`src/rtl/flash_lat_map.svh`:
```
// Named constants for the read dummy-latency block.
// Assumes inclusion by bare name from the design files only.
`ifndef FLASH_LAT_MAP_SVH
`define FLASH_LAT_MAP_SVH

// ---------------------------------------------------------------
// Read parameter register layout
// ---------------------------------------------------------------
`define RD_PARAM_RESET      8'h00
`define DUMMY_FIELD_MSB     6
`define DUMMY_FIELD_LSB     3
`define DUMMY_USE_DEFAULT   4'h0

// ---------------------------------------------------------------
// Read opcodes
// ---------------------------------------------------------------
`define OP_FAST_READ        8'h0b
`define OP_FAST_READ_4B     8'h0c
`define OP_FAST_READ_DR     8'h0d
`define OP_FAST_READ_DR_4B  8'h0e
`define OP_DUAL_OUT         8'h3b
`define OP_DUAL_OUT_4B      8'h3c
`define OP_DUAL_IO          8'hbb
`define OP_DUAL_IO_4B       8'hbc
`define OP_DUAL_IO_DR       8'hbd
`define OP_DUAL_IO_DR_4B    8'hbe
`define OP_QUAD_OUT         8'h6b
`define OP_QUAD_OUT_4B      8'h6c
`define OP_QUAD_IO          8'heb
`define OP_QUAD_IO_4B       8'hec
`define OP_QUAD_IO_DR       8'hed
`define OP_QUAD_IO_DR_4B    8'hee

// ---------------------------------------------------------------
// Default dummy clock counts
// ---------------------------------------------------------------
`define LAT_NONE            4'h0
`define LAT_FAST_SERIAL     4'h8
`define LAT_FAST_QUAD_CMD   4'h6
`define LAT_DUAL_OUT        4'h8
`define LAT_DUAL_IO         4'h4
`define LAT_QUAD_OUT        4'h8
`define LAT_QUAD_IO         4'h6

`endif

```
`src/rtl/flash_lat_pkg.sv`:
```
// Types shared by the read dummy-latency design.
// Assumes the constants header is included where numbers are needed.
package flash_lat_pkg;

  // -------------------------------------------------------------
  // Controller states
  // -------------------------------------------------------------
  typedef enum logic [1:0] {
    ST_IDLE,
    ST_ADDR,
    ST_DUMMY,
    ST_DATA
  } lat_state_t;

endpackage

```
`src/rtl/dummy_if.sv`:
```
// Carrier between the latency controller and the dummy counter.
// Assumes both ends run on the same core clock.
`timescale 1ns/10ps
interface dummy_if #(parameter int CW = 4);
  logic          load;
  logic [CW-1:0] count;
  logic          tick;
  logic          done;
  logic          busy;

  modport ctrl (output load, output count, output tick,
                input done, input busy);
  modport cnt  (input load, input count, input tick,
                output done, output busy);
endinterface

```
`src/rtl/dummy_counter.sv`:
```
// Dummy clock counter: loaded with a count, decremented per tick.
// Assumes ticks are one-cycle pulses in the core clock domain.
`timescale 1ns/10ps
module dummy_counter
  #(parameter int CW = 4)
  (input  wire logic core_clk,
   input  wire logic srst,
   dummy_if.cnt      dif);

  logic [CW-1:0] remain_reg;
  logic          busy_reg;
  logic          done_reg;

  // ---------------------------------------------------------------
  // Counting
  // ---------------------------------------------------------------
  // Load wins over a tick in the same cycle; a new read restarts
  always_ff @(posedge core_clk) begin
    if (srst) begin
      remain_reg <= '0;
      busy_reg   <= 1'b0;
    end else if (dif.load) begin
      remain_reg <= dif.count;
      busy_reg   <= (dif.count != '0);
    end else if (busy_reg && dif.tick) begin
      remain_reg <= remain_reg - 1'b1;
      busy_reg   <= (remain_reg != 1'b1);
    end
  end

  // Done pulse one cycle after the tick that takes the last dummy clock
  always_ff @(posedge core_clk) begin
    if (srst) begin
      done_reg <= 1'b0;
    end else begin
      done_reg <= !dif.load && busy_reg && dif.tick &&
                  (remain_reg == 1'b1);
    end
  end

  assign dif.busy = busy_reg;
  assign dif.done = done_reg;
endmodule

```
`src/rtl/flash_read_latency.sv`:
```
// Read dummy-latency control of a serial flash device.
// Assumes the opcode and address-end strobes come from core-clock
// logic, while the serial clock and chip enable are raw pins.
//
// Overview of operation
// zero picks default, else exact dummy count
// fast read: 8 serial, 6 quad-command
// dual-output read defaults to 8 clocks
// dual-IO reads default to 4 clocks
// quad-output read defaults to 8 clocks
// quad-IO reads default to 6 clocks
// identifier and info-row reads follow fast read
// dual-IO double-rate read refused in quad-command
// host picks dummy count fit for clock
// host floats trailing mode half on overlap
// host caps clock by dummy count, command
// field at bits 6:3, reset zero, power-up load
// count rising edges, then drive data
`timescale 1ns/10ps
`include "flash_lat_map.svh"
module flash_read_latency
  import flash_lat_pkg::*;
  #(parameter logic [7:0] UID_OPCODE = 8'hf1, // Arbitrary value
    parameter logic [7:0] IRR_OPCODE = 8'hf2, // Arbitrary value
    parameter int         CW         = 4)
  (input  wire logic        core_clk,
   input  wire logic        srst,
   input  wire logic        sck,
   input  wire logic        ce_n,
   input  wire logic        quad_command_mode,
   input  wire logic        cmd_valid,
   input  wire logic [7:0]  cmd_opcode,
   input  wire logic        addr_done,
   input  wire logic        nv_load,
   input  wire logic [7:0]  nv_read_param,
   input  wire logic        param_wr,
   input  wire logic [7:0]  param_wr_data,
   output logic [7:0]       read_param_reg,
   output logic [CW-1:0]    latency_reg,
   output logic             cmd_reject_reg,
   output logic             dummy_phase,
   output logic             data_start,
   output logic             data_phase);

  // ---------------------------------------------------------------
  // Pin synchronisers
  // ---------------------------------------------------------------
  logic [1:0] sck_sync_reg;
  logic [1:0] ce_sync_reg;
  logic       sck_prev_reg;
  logic       sck_rise;
  logic       ce_n_s;

  // Two stages each; only stage two feeds logic
  always_ff @(posedge core_clk) begin
    if (srst) begin
      sck_sync_reg <= 2'h0;
      ce_sync_reg  <= 2'h3;
      sck_prev_reg <= 1'b0;
    end else begin
      sck_sync_reg <= {sck_sync_reg[0], sck};
      ce_sync_reg  <= {ce_sync_reg[0], ce_n};
      sck_prev_reg <= sck_sync_reg[1];
    end
  end

  assign sck_rise = sck_sync_reg[1] && !sck_prev_reg;
  assign ce_n_s   = ce_sync_reg[1];

  // ---------------------------------------------------------------
  // Per-command default latency
  // ---------------------------------------------------------------
  // Returns zero for opcodes that carry no dummy phase
  function automatic logic [3:0] default_latency(
    input logic [7:0] op,
    input logic       quad);
    logic [3:0] lat;
    lat = `LAT_NONE;
    if (op == UID_OPCODE || op == IRR_OPCODE) begin
      lat = quad ? `LAT_FAST_QUAD_CMD : `LAT_FAST_SERIAL;
    end else begin
      case (op)
        `OP_FAST_READ, `OP_FAST_READ_4B,
        `OP_FAST_READ_DR, `OP_FAST_READ_DR_4B: begin
          lat = quad ? `LAT_FAST_QUAD_CMD : `LAT_FAST_SERIAL;
        end
        `OP_DUAL_OUT, `OP_DUAL_OUT_4B: begin
          lat = `LAT_DUAL_OUT;
        end
        `OP_DUAL_IO, `OP_DUAL_IO_4B,
        `OP_DUAL_IO_DR, `OP_DUAL_IO_DR_4B: begin
          lat = `LAT_DUAL_IO;
        end
        `OP_QUAD_OUT, `OP_QUAD_OUT_4B: begin
          lat = `LAT_QUAD_OUT;
        end
        `OP_QUAD_IO, `OP_QUAD_IO_4B,
        `OP_QUAD_IO_DR, `OP_QUAD_IO_DR_4B: begin
          lat = `LAT_QUAD_IO;
        end
        default: begin
          lat = `LAT_NONE;
        end
      endcase
    end
    return lat;
  endfunction

  // Dual-IO double-rate read has no quad-command form
  function automatic logic refused_in_mode(
    input logic [7:0] op,
    input logic       quad);
    return quad && (op == `OP_DUAL_IO_DR ||
                    op == `OP_DUAL_IO_DR_4B);
  endfunction

  // ---------------------------------------------------------------
  // Volatile read parameter register
  // ---------------------------------------------------------------
  // Software write beats a power-up copy arriving together
  always_ff @(posedge core_clk) begin
    if (srst) begin
      read_param_reg <= `RD_PARAM_RESET;
    end else if (param_wr) begin
      read_param_reg <= param_wr_data;
    end else if (nv_load) begin
      read_param_reg <= nv_read_param;
    end
  end

  logic [3:0]    dummy_field;
  logic [3:0]    cmd_default;
  logic [CW-1:0] latency_next;
  logic          cmd_is_read;
  logic          cmd_refused;

  assign dummy_field = read_param_reg[`DUMMY_FIELD_MSB:`DUMMY_FIELD_LSB];
  assign cmd_default = default_latency(cmd_opcode, quad_command_mode);
  assign cmd_is_read = (cmd_default != `LAT_NONE);
  assign cmd_refused = refused_in_mode(cmd_opcode, quad_command_mode);

  // Explicit field overrides every default when nonzero
  always_comb begin
    if (dummy_field == `DUMMY_USE_DEFAULT) begin
      latency_next = CW'(cmd_default);
    end else begin
      latency_next = CW'(dummy_field);
    end
  end

  // ---------------------------------------------------------------
  // Read sequencing
  // ---------------------------------------------------------------
  lat_state_t state_reg;
  lat_state_t state_next;
  logic       take_cmd;
  logic       start_dummy;

  dummy_if #(.CW(CW)) dif ();

  assign take_cmd    = (state_reg == ST_IDLE) && cmd_valid && !ce_n_s;
  assign start_dummy = (state_reg == ST_ADDR) && addr_done && !ce_n_s;

  // Chip enable high ends any read at once
  always_comb begin
    state_next = state_reg;
    if (ce_n_s) begin
      state_next = ST_IDLE;
    end else begin
      unique case (state_reg)
        ST_IDLE: begin
          if (take_cmd && cmd_is_read && !cmd_refused) begin
            state_next = ST_ADDR;
          end
        end
        ST_ADDR: begin
          if (addr_done) begin
            state_next = ST_DUMMY;
          end
        end
        ST_DUMMY: begin
          if (dif.done) begin
            state_next = ST_DATA;
          end
        end
        ST_DATA: begin
          state_next = ST_DATA;
        end
      endcase
    end
  end

  always_ff @(posedge core_clk) begin
    if (srst) begin
      state_reg <= ST_IDLE;
    end else begin
      state_reg <= state_next;
    end
  end

  // Latency is frozen per read so a mid-read write cannot skew it
  always_ff @(posedge core_clk) begin
    if (srst) begin
      latency_reg <= '0;
    end else if (take_cmd && cmd_is_read && !cmd_refused) begin
      latency_reg <= latency_next;
    end
  end

  // Refusal pulse; the host must not send it in this mode
  always_ff @(posedge core_clk) begin
    if (srst) begin
      cmd_reject_reg <= 1'b0;
    end else begin
      cmd_reject_reg <= take_cmd && cmd_refused;
    end
  end

  // ---------------------------------------------------------------
  // Dummy counter hookup
  // ---------------------------------------------------------------
  // Rising edges only count once the address phase has closed
  assign dif.load  = start_dummy;
  assign dif.count = latency_reg;
  assign dif.tick  = (state_reg == ST_DUMMY) && sck_rise;

  dummy_counter #(.CW(CW)) u_dummy_counter (
    .core_clk (core_clk),
    .srst     (srst),
    .dif      (dif)
  );

  // ---------------------------------------------------------------
  // Outputs
  // ---------------------------------------------------------------
  assign dummy_phase = (state_reg == ST_DUMMY);
  assign data_start  = (state_reg == ST_DUMMY) && dif.done;
  assign data_phase  = (state_reg == ST_DATA);
endmodule

```
`config.mk`:
```
export PLATFORM = sky130hd
export DESIGN_NAME = flash_read_latency
export DESIGN_NICKNAME = d
export VERILOG_FILES = /design/src/rtl/flash_lat_pkg.sv /design/src/rtl/dummy_if.sv /design/src/rtl/dummy_counter.sv /design/src/rtl/flash_read_latency.sv
export VERILOG_INCLUDE_DIRS = /design/src /design/src/rtl
export SDC_FILE = /design/constraint.sdc
export NUM_CORES = 1
export LEC_CHECK = 0
export ABC_CLOCK_PERIOD_IN_PS = 2810
export BUFFER_PORTS_ARGS = -buffer_cell sky130_fd_sc_hd__buf_2
export CAP_MARGIN = 20
export CORE_UTILIZATION = 53
export DETAILED_ROUTE_END_ITERATION = 16
export PLACE_DENSITY = 0.81
export SYNTH_ARGS = -nofsm -noshare
export SYNTH_HDL_FRONTEND = slang
export SYNTH_SLANG_ARGS = --single-unit
```
`constraint.sdc`:
```
create_clock -name core_clk -period 2.81 [get_ports core_clk]
set_input_delay 0 -clock core_clk [delete_from_list [all_inputs] [get_ports core_clk]]
set_output_delay 0 -clock core_clk [all_outputs]
set_load 0.01 [all_outputs]
```
=== After elaboration in Yosys (flattened, before gate mapping) ===
Index checks and enable logic that the tools add are counted.

* Register bits: 26
* Input port bits: 33
* Output and inout bits: 16
* Word-level logic and storage cells: 84

* $add $sub $neg: 1
* Equality and inequality tests: 26
* Muxes and demuxes: 14
* Reductions and logical operators: 33

{| class="wikitable"
|+ Operators with widths
! kind !! count
|-
| $eq 8x8->1 const B || 10
|-
| $eq 8x4->1 const B || 4
|-
| $mux 4 || 5
|-
| $eq 8x6->1 const B || 2
|-
| $eq 8x7->1 const B || 2
|-
| $mux 8 || 2
|-
| $pmux 4 s4 || 1
|-
| $reduce_or 4->1 || 4
|-
| $logic_and 1x1->1 || 15
|-
| $pmux 2 s4 || 1
|-
| $reduce_bool 4->1 || 2
|-
| $mux 2 || 3
|-
| $eq 2x2->1 const B || 2
|-
| $eq 4x1->1 const B || 1
|-
| $logic_not 1->1 || 4
|-
| $logic_not 4->1 || 1
|-
| $ne 2x1->1 const B || 2
|-
| $ne 4x1->1 const B || 1
|-
| $reduce_bool 2->1 || 2
|-
| $sub 4x1->4 const B || 1
|-
| $reduce_and 3->1 || 1
|-
| $eq 2x1->1 const B || 1
|-
| $logic_not 2->1 || 1
|-
| $logic_or 1x1->1 || 2
|-
| 3 further kinds || 4
|}

=== Longest topological paths before layout ===
* Depth after elaboration: 9
* Gate-level depth with buffers: 6
* Mapped depth without buffers: 5

=== Modules after synthesis ===
A second synthesis with hierarchy kept.

* Cells, all modules: 156
* Area, all modules: 1346.3 um^2

{| class="wikitable"
|+ Modules (own cells, without submodules)
! module !! times used !! cells an instance !! area an instance (um^2) !! sequential area each (um^2)
|-
| flash_read_latency || 1 || 121 || 1046.0 || 400.4
|-
| dummy_counter || 1 || 35 || 300.3 || 120.1
|}

=== Worst setup path before layout ===
Ideal clock, no wire load.

* Path kind: input to register
* Start: in cmd_opcode[2]
* End: reg latency_reg[0]
* Library setup time: 0.072 ns
* Arrival: 1.422 ns
* Data required time: 2.738 ns
* Setup slack: 1.316 ns
* Cell stages on the path: 5
* Path buffers: 0
* Path through: or3b_1 > or3_4 > o311a_4 > a31oi_1 > mux2i_1

* Cells in the longest elaborated chain, start to end: 7
* Elaborated cells between the ends (all ways): 32
* Classes of those cells: 18 x eq/ne; 3 x mux; 11 x reduce/logical

{| class="wikitable"
|+ RTL lines
! element !! line !! RTL
|-
| start, declared || flash_read_latency.sv:32 || <nowiki>input wire logic [7:0] cmd_opcode,</nowiki>
|-
| $eq 8x8->1 (tied with other cells) || flash_read_latency.sv:82 || <nowiki>case (op)</nowiki>
|-
| $reduce_or 4->1, on equally long branches || n/a ||
|-
| $pmux 4 s4 || flash_read_latency.sv:82 ||
|-
| $mux 4 || flash_read_latency.sv:79 || <nowiki>if (op == UID_OPCODE || op == IRR_OPCODE) begin</nowiki>
|-
| $reduce_bool 4->1 (no line) || n/a ||
|-
| $logic_and 1x1->1 (2 in series) || flash_read_latency.sv:205 || <nowiki>end else if (take_cmd && cmd_is_read && !cmd_refused) begin</nowiki>
|-
| end signal, assigned || flash_read_latency.sv:206 || <nowiki>latency_reg <= latency_next;</nowiki>
|-
| end, declared || flash_read_latency.sv:39 || <nowiki>output logic [CW-1:0] latency_reg,</nowiki>
|}

Parallel ways exist; a longest one is shown, timed or not.
A chain may end at the register's enable or synchronous reset.

=== Worst setup path in the final report ===
* Start: reg state_reg[1]
* End: reg latency_reg[1]

* Cells in the longest elaborated chain, start to end: 5

{| class="wikitable"
|+ RTL lines
! element !! line !! RTL
|-
| start, declared || flash_read_latency.sv:154 || <nowiki>lat_state_t state_reg;</nowiki>
|-
| start signal, assigned || flash_read_latency.sv:197 || <nowiki>state_reg <= state_next;</nowiki>
|-
| $logic_not 2->1 || flash_read_latency.sv:161 || <nowiki>assign take_cmd = (state_reg == ST_IDLE) && cmd_valid && !ce_n_s;</nowiki>
|-
| $logic_and 1x1->1 (2 in series) || flash_read_latency.sv:161 ||
|-
| $logic_and 1x1->1 (2 in series) || flash_read_latency.sv:205 ||
|}

Every way passes these cells.

==> flow_summary_export.csv <==
group,metric,value,unit
logic_synthesis,syn_area_per_cell,8.528,um2
worst_setup_path,rr_worst_depth,5,
power,p_sw,180.8,uW
power,peakVddDrop,0.3520,mV
clocking,cts_buffer_depth,2,
routing,drc,0,
routing,drt-total-wl,3480,um
logic_synthesis,synth_area,1390,um2
run,cap_viol_max_count,0,
logic_synthesis,synthFlopType,"dfxtp_1",
power,sw_frac_of_total,23.71,%
grt,grt_pass1_vias,1301,
timing,hold_viol_final,0,
logic_synthesis,synth_seq_cells,26,
logic_synthesis,synth_cells,163,
hold_path,hp-class,"in2reg",
worst_setup_path,startpoint_type,"flip-flop",
timing,finClkSkew,0.006646,ns
die,dieArea,2832,um2
grt,gr-total-overflow,0,
logic_synthesis,yosysTopAreaCellShare,37.44,%
timing,fmax,0.5539,GHz
placed_design,io_buffer_count,48,
die,die_w,53.22,um
logic_synthesis,ys_top_cells_by_area,"dfxtp_1, nor2_1, mux2i_1",
logic_synthesis,synth-edff-count,0,
timing,worst_slew_margin_rel,64.72,%
routing,wl_per_cell,13.92,um
logic_synthesis,synth_top_area_cell,"dfxtp_1",
clocking,clk_latency,0.32,ns
clocking,cts_buffers,3,
routing,dr.pass1.iters,4,
worst_setup_path,cpMaxStageDelayCell,"a31oi_1",
grt,grt_pass1_wl,5561,um
clocking,htree_levels,1,
power,p_per_area,421.2,nW/um2
layout,drive_gt1_share,27.73,%
hold_path,whs_path_depth,4,
worst_setup_path,cp-end-kind,"flip-flop",
worst_setup_path,crit_required,3.06,ns
clocking,cts.root.buffer_cell,"clkbuf_4",
grt,grtUsageTotal,26.67,%
worst_setup_path,worstSetupPathType,"reg2reg",
layout,largest_register_ffs,8,
timing,tns,0,ns
clocking,path_clk_slew,0.14,ns
clocking,hold_buffers,12,
timing,tightestPinTransition,0.5268,ns
layout,regArea,520.5,um2
logic_synthesis,synth_warnings,0,
timing,fin_crit,1.805,ns
routing,drtAntennaViolNets,0,
layout,utilization,73.08,%
power,p_int,581.7,uW
clocking,clock_sinks,26,
layout,syn2layout_area_growth,30.24,%
worst_setup_path,r2r_slack,1.00,ns
die,die_y,53.22,um
logic_synthesis,synth_async_sr_flop_share,0,%
clocking,cts_resized,0,
worst_setup_path,cp_cell_sequence,"nor2_1 > nand3b_1 > or2b_2 > a31oi_1 > mux2i_1",
die,core.rowCount,18,
timing,rsz0062_at_grt,"no",
timing,slew_viol_final,0,
logic_synthesis,syn-num-nets,198,
power,seq_power_share,50.8,%
worst_setup_path,slowest_delay,0.43,ns
logic_synthesis,yosysSeqAreaShare,37.44,%
power,combPwrFrac,15.1,%
grt,grt_max_degree,30,
routing,vias,1435,
timing,timing.final.crit_share,64.25,%
die,io_pins,49,
layout,num-fill-cells,191,
routing,drt_iter0_drc,51,
placed_design,dp_hpwl,2369,um
worst_setup_path,worst-path-max-fanout,5,
grt,antenna_found_initial,0,
layout,n_antenna_cell,0,
placed_design,gp_congestion,1.013,
logic_synthesis,yosys.cell_types.count,48,
die,start_util,56.11,%
clocking,cts_tree,"built",
status,outcome,"finished clean",
worst_setup_path,worstPathArrival,2.05,ns
routing,vias_per_cell,5.740,
die,coreArea,2477,um2
power,power.leakage,0.0007788,uW
power,clockPowerShare,34.1,%
clocking,post_cts_buffers,0,
timing,setup-violations-final,0,
layout,fin_nets,256,
layout,multi_input_area,828.3,um2
cell usage after synthesis (3+ instances only):
library cell	number
nor2b_1	5
nand2_1	4
clkbuf_1	6
nand2b_1	6
inv_1	3
dfxtp_1	26
o21ai_0	4
nor3_1	7
nor4b_1	3
a221oi_1	3
mux2i_1	10
nor2_1	30
a21oi_1	11
layout by cell type (no fill, tap or decap), types with 4 or more instances in the layout:
cell type      count
nor2_1            30
nand2b_1           6
buf_2             48
nor3_1             7
dfxtp_1           26
a21oi_1           11
dlygate4sd3_1     12
nand2_1            4
mux2i_1           10
o21ai_0            4
nor2b_1            5
cell type report:
class	instances	area share [%]
clock buffer	3	1.244
clock inverter	1	1.659
inverter	3	0.6220
multi-input combinational	127	45.75
sequential	26	28.75
tap	30	2.073
timing repair buffer	60	19.90
worst paths after layout:
path / endpoint / startpoint
worst max-delay path: latency_reg[1] / state_reg[1]
worst min-delay path: cmd_reject_reg / quad_command_mode
worst max register to register: latency_reg[1] / state_reg[1]
worst min register to register: ce_sync_reg[1] / ce_sync_reg[0]
stage by stage:
stage	cells	setup slack, ns	power [uW]	hold WS, ns	cell area, um2
3_5_place_dp	234	1.044	494.9	0.1886	1638
3_3_place_gp	234	1.114	489.8	0.1850	1638
6_report	250	1.005	762.5	0.03004	1810
5_1_grt	250	0.9029	789.5	0.03929	1810
2_1_floorplan	163	1.316	451.3	0.1038	1390
4_1_cts	250	1.038	767.4	0.008400	1810
worst max-delay path: cells and delay by family (launching register included):
family	cells	cell delay (ns)
simple gates	3	0.67
mux	1	0.28
compound gates	1	0.43
flops	1	0.36
power by group through the flow:
stage                     Clock (uW)  Combinational (uW)  Sequential [uW]
after floorplan                    0                53.8              398
after global placement             0                94.7              395
after detailed placement           0                99.4              396
after CTS                        267                 113              388
after global routing             274                 126              389
final                            260                 115              388
metal layers:
metal	track usage [%]	wire, um	up-vias
met4	7.018	10	0
met1	32.40	1458	647
li1	-	-	708
met3	3.448	246	2
met2	48.33	1765	78
met5	0	0	-
cell families after synthesis:
logic type / share of synthesized area (%)
fa+ha+maj: 1.800
compound gates: 18.63
xor+xnor: 1.891
mux: 7.201
buf+inv: 2.970
simple gates: 30.06
flops: 37.44
Note: power is estimated with default switching activity, not from simulation.
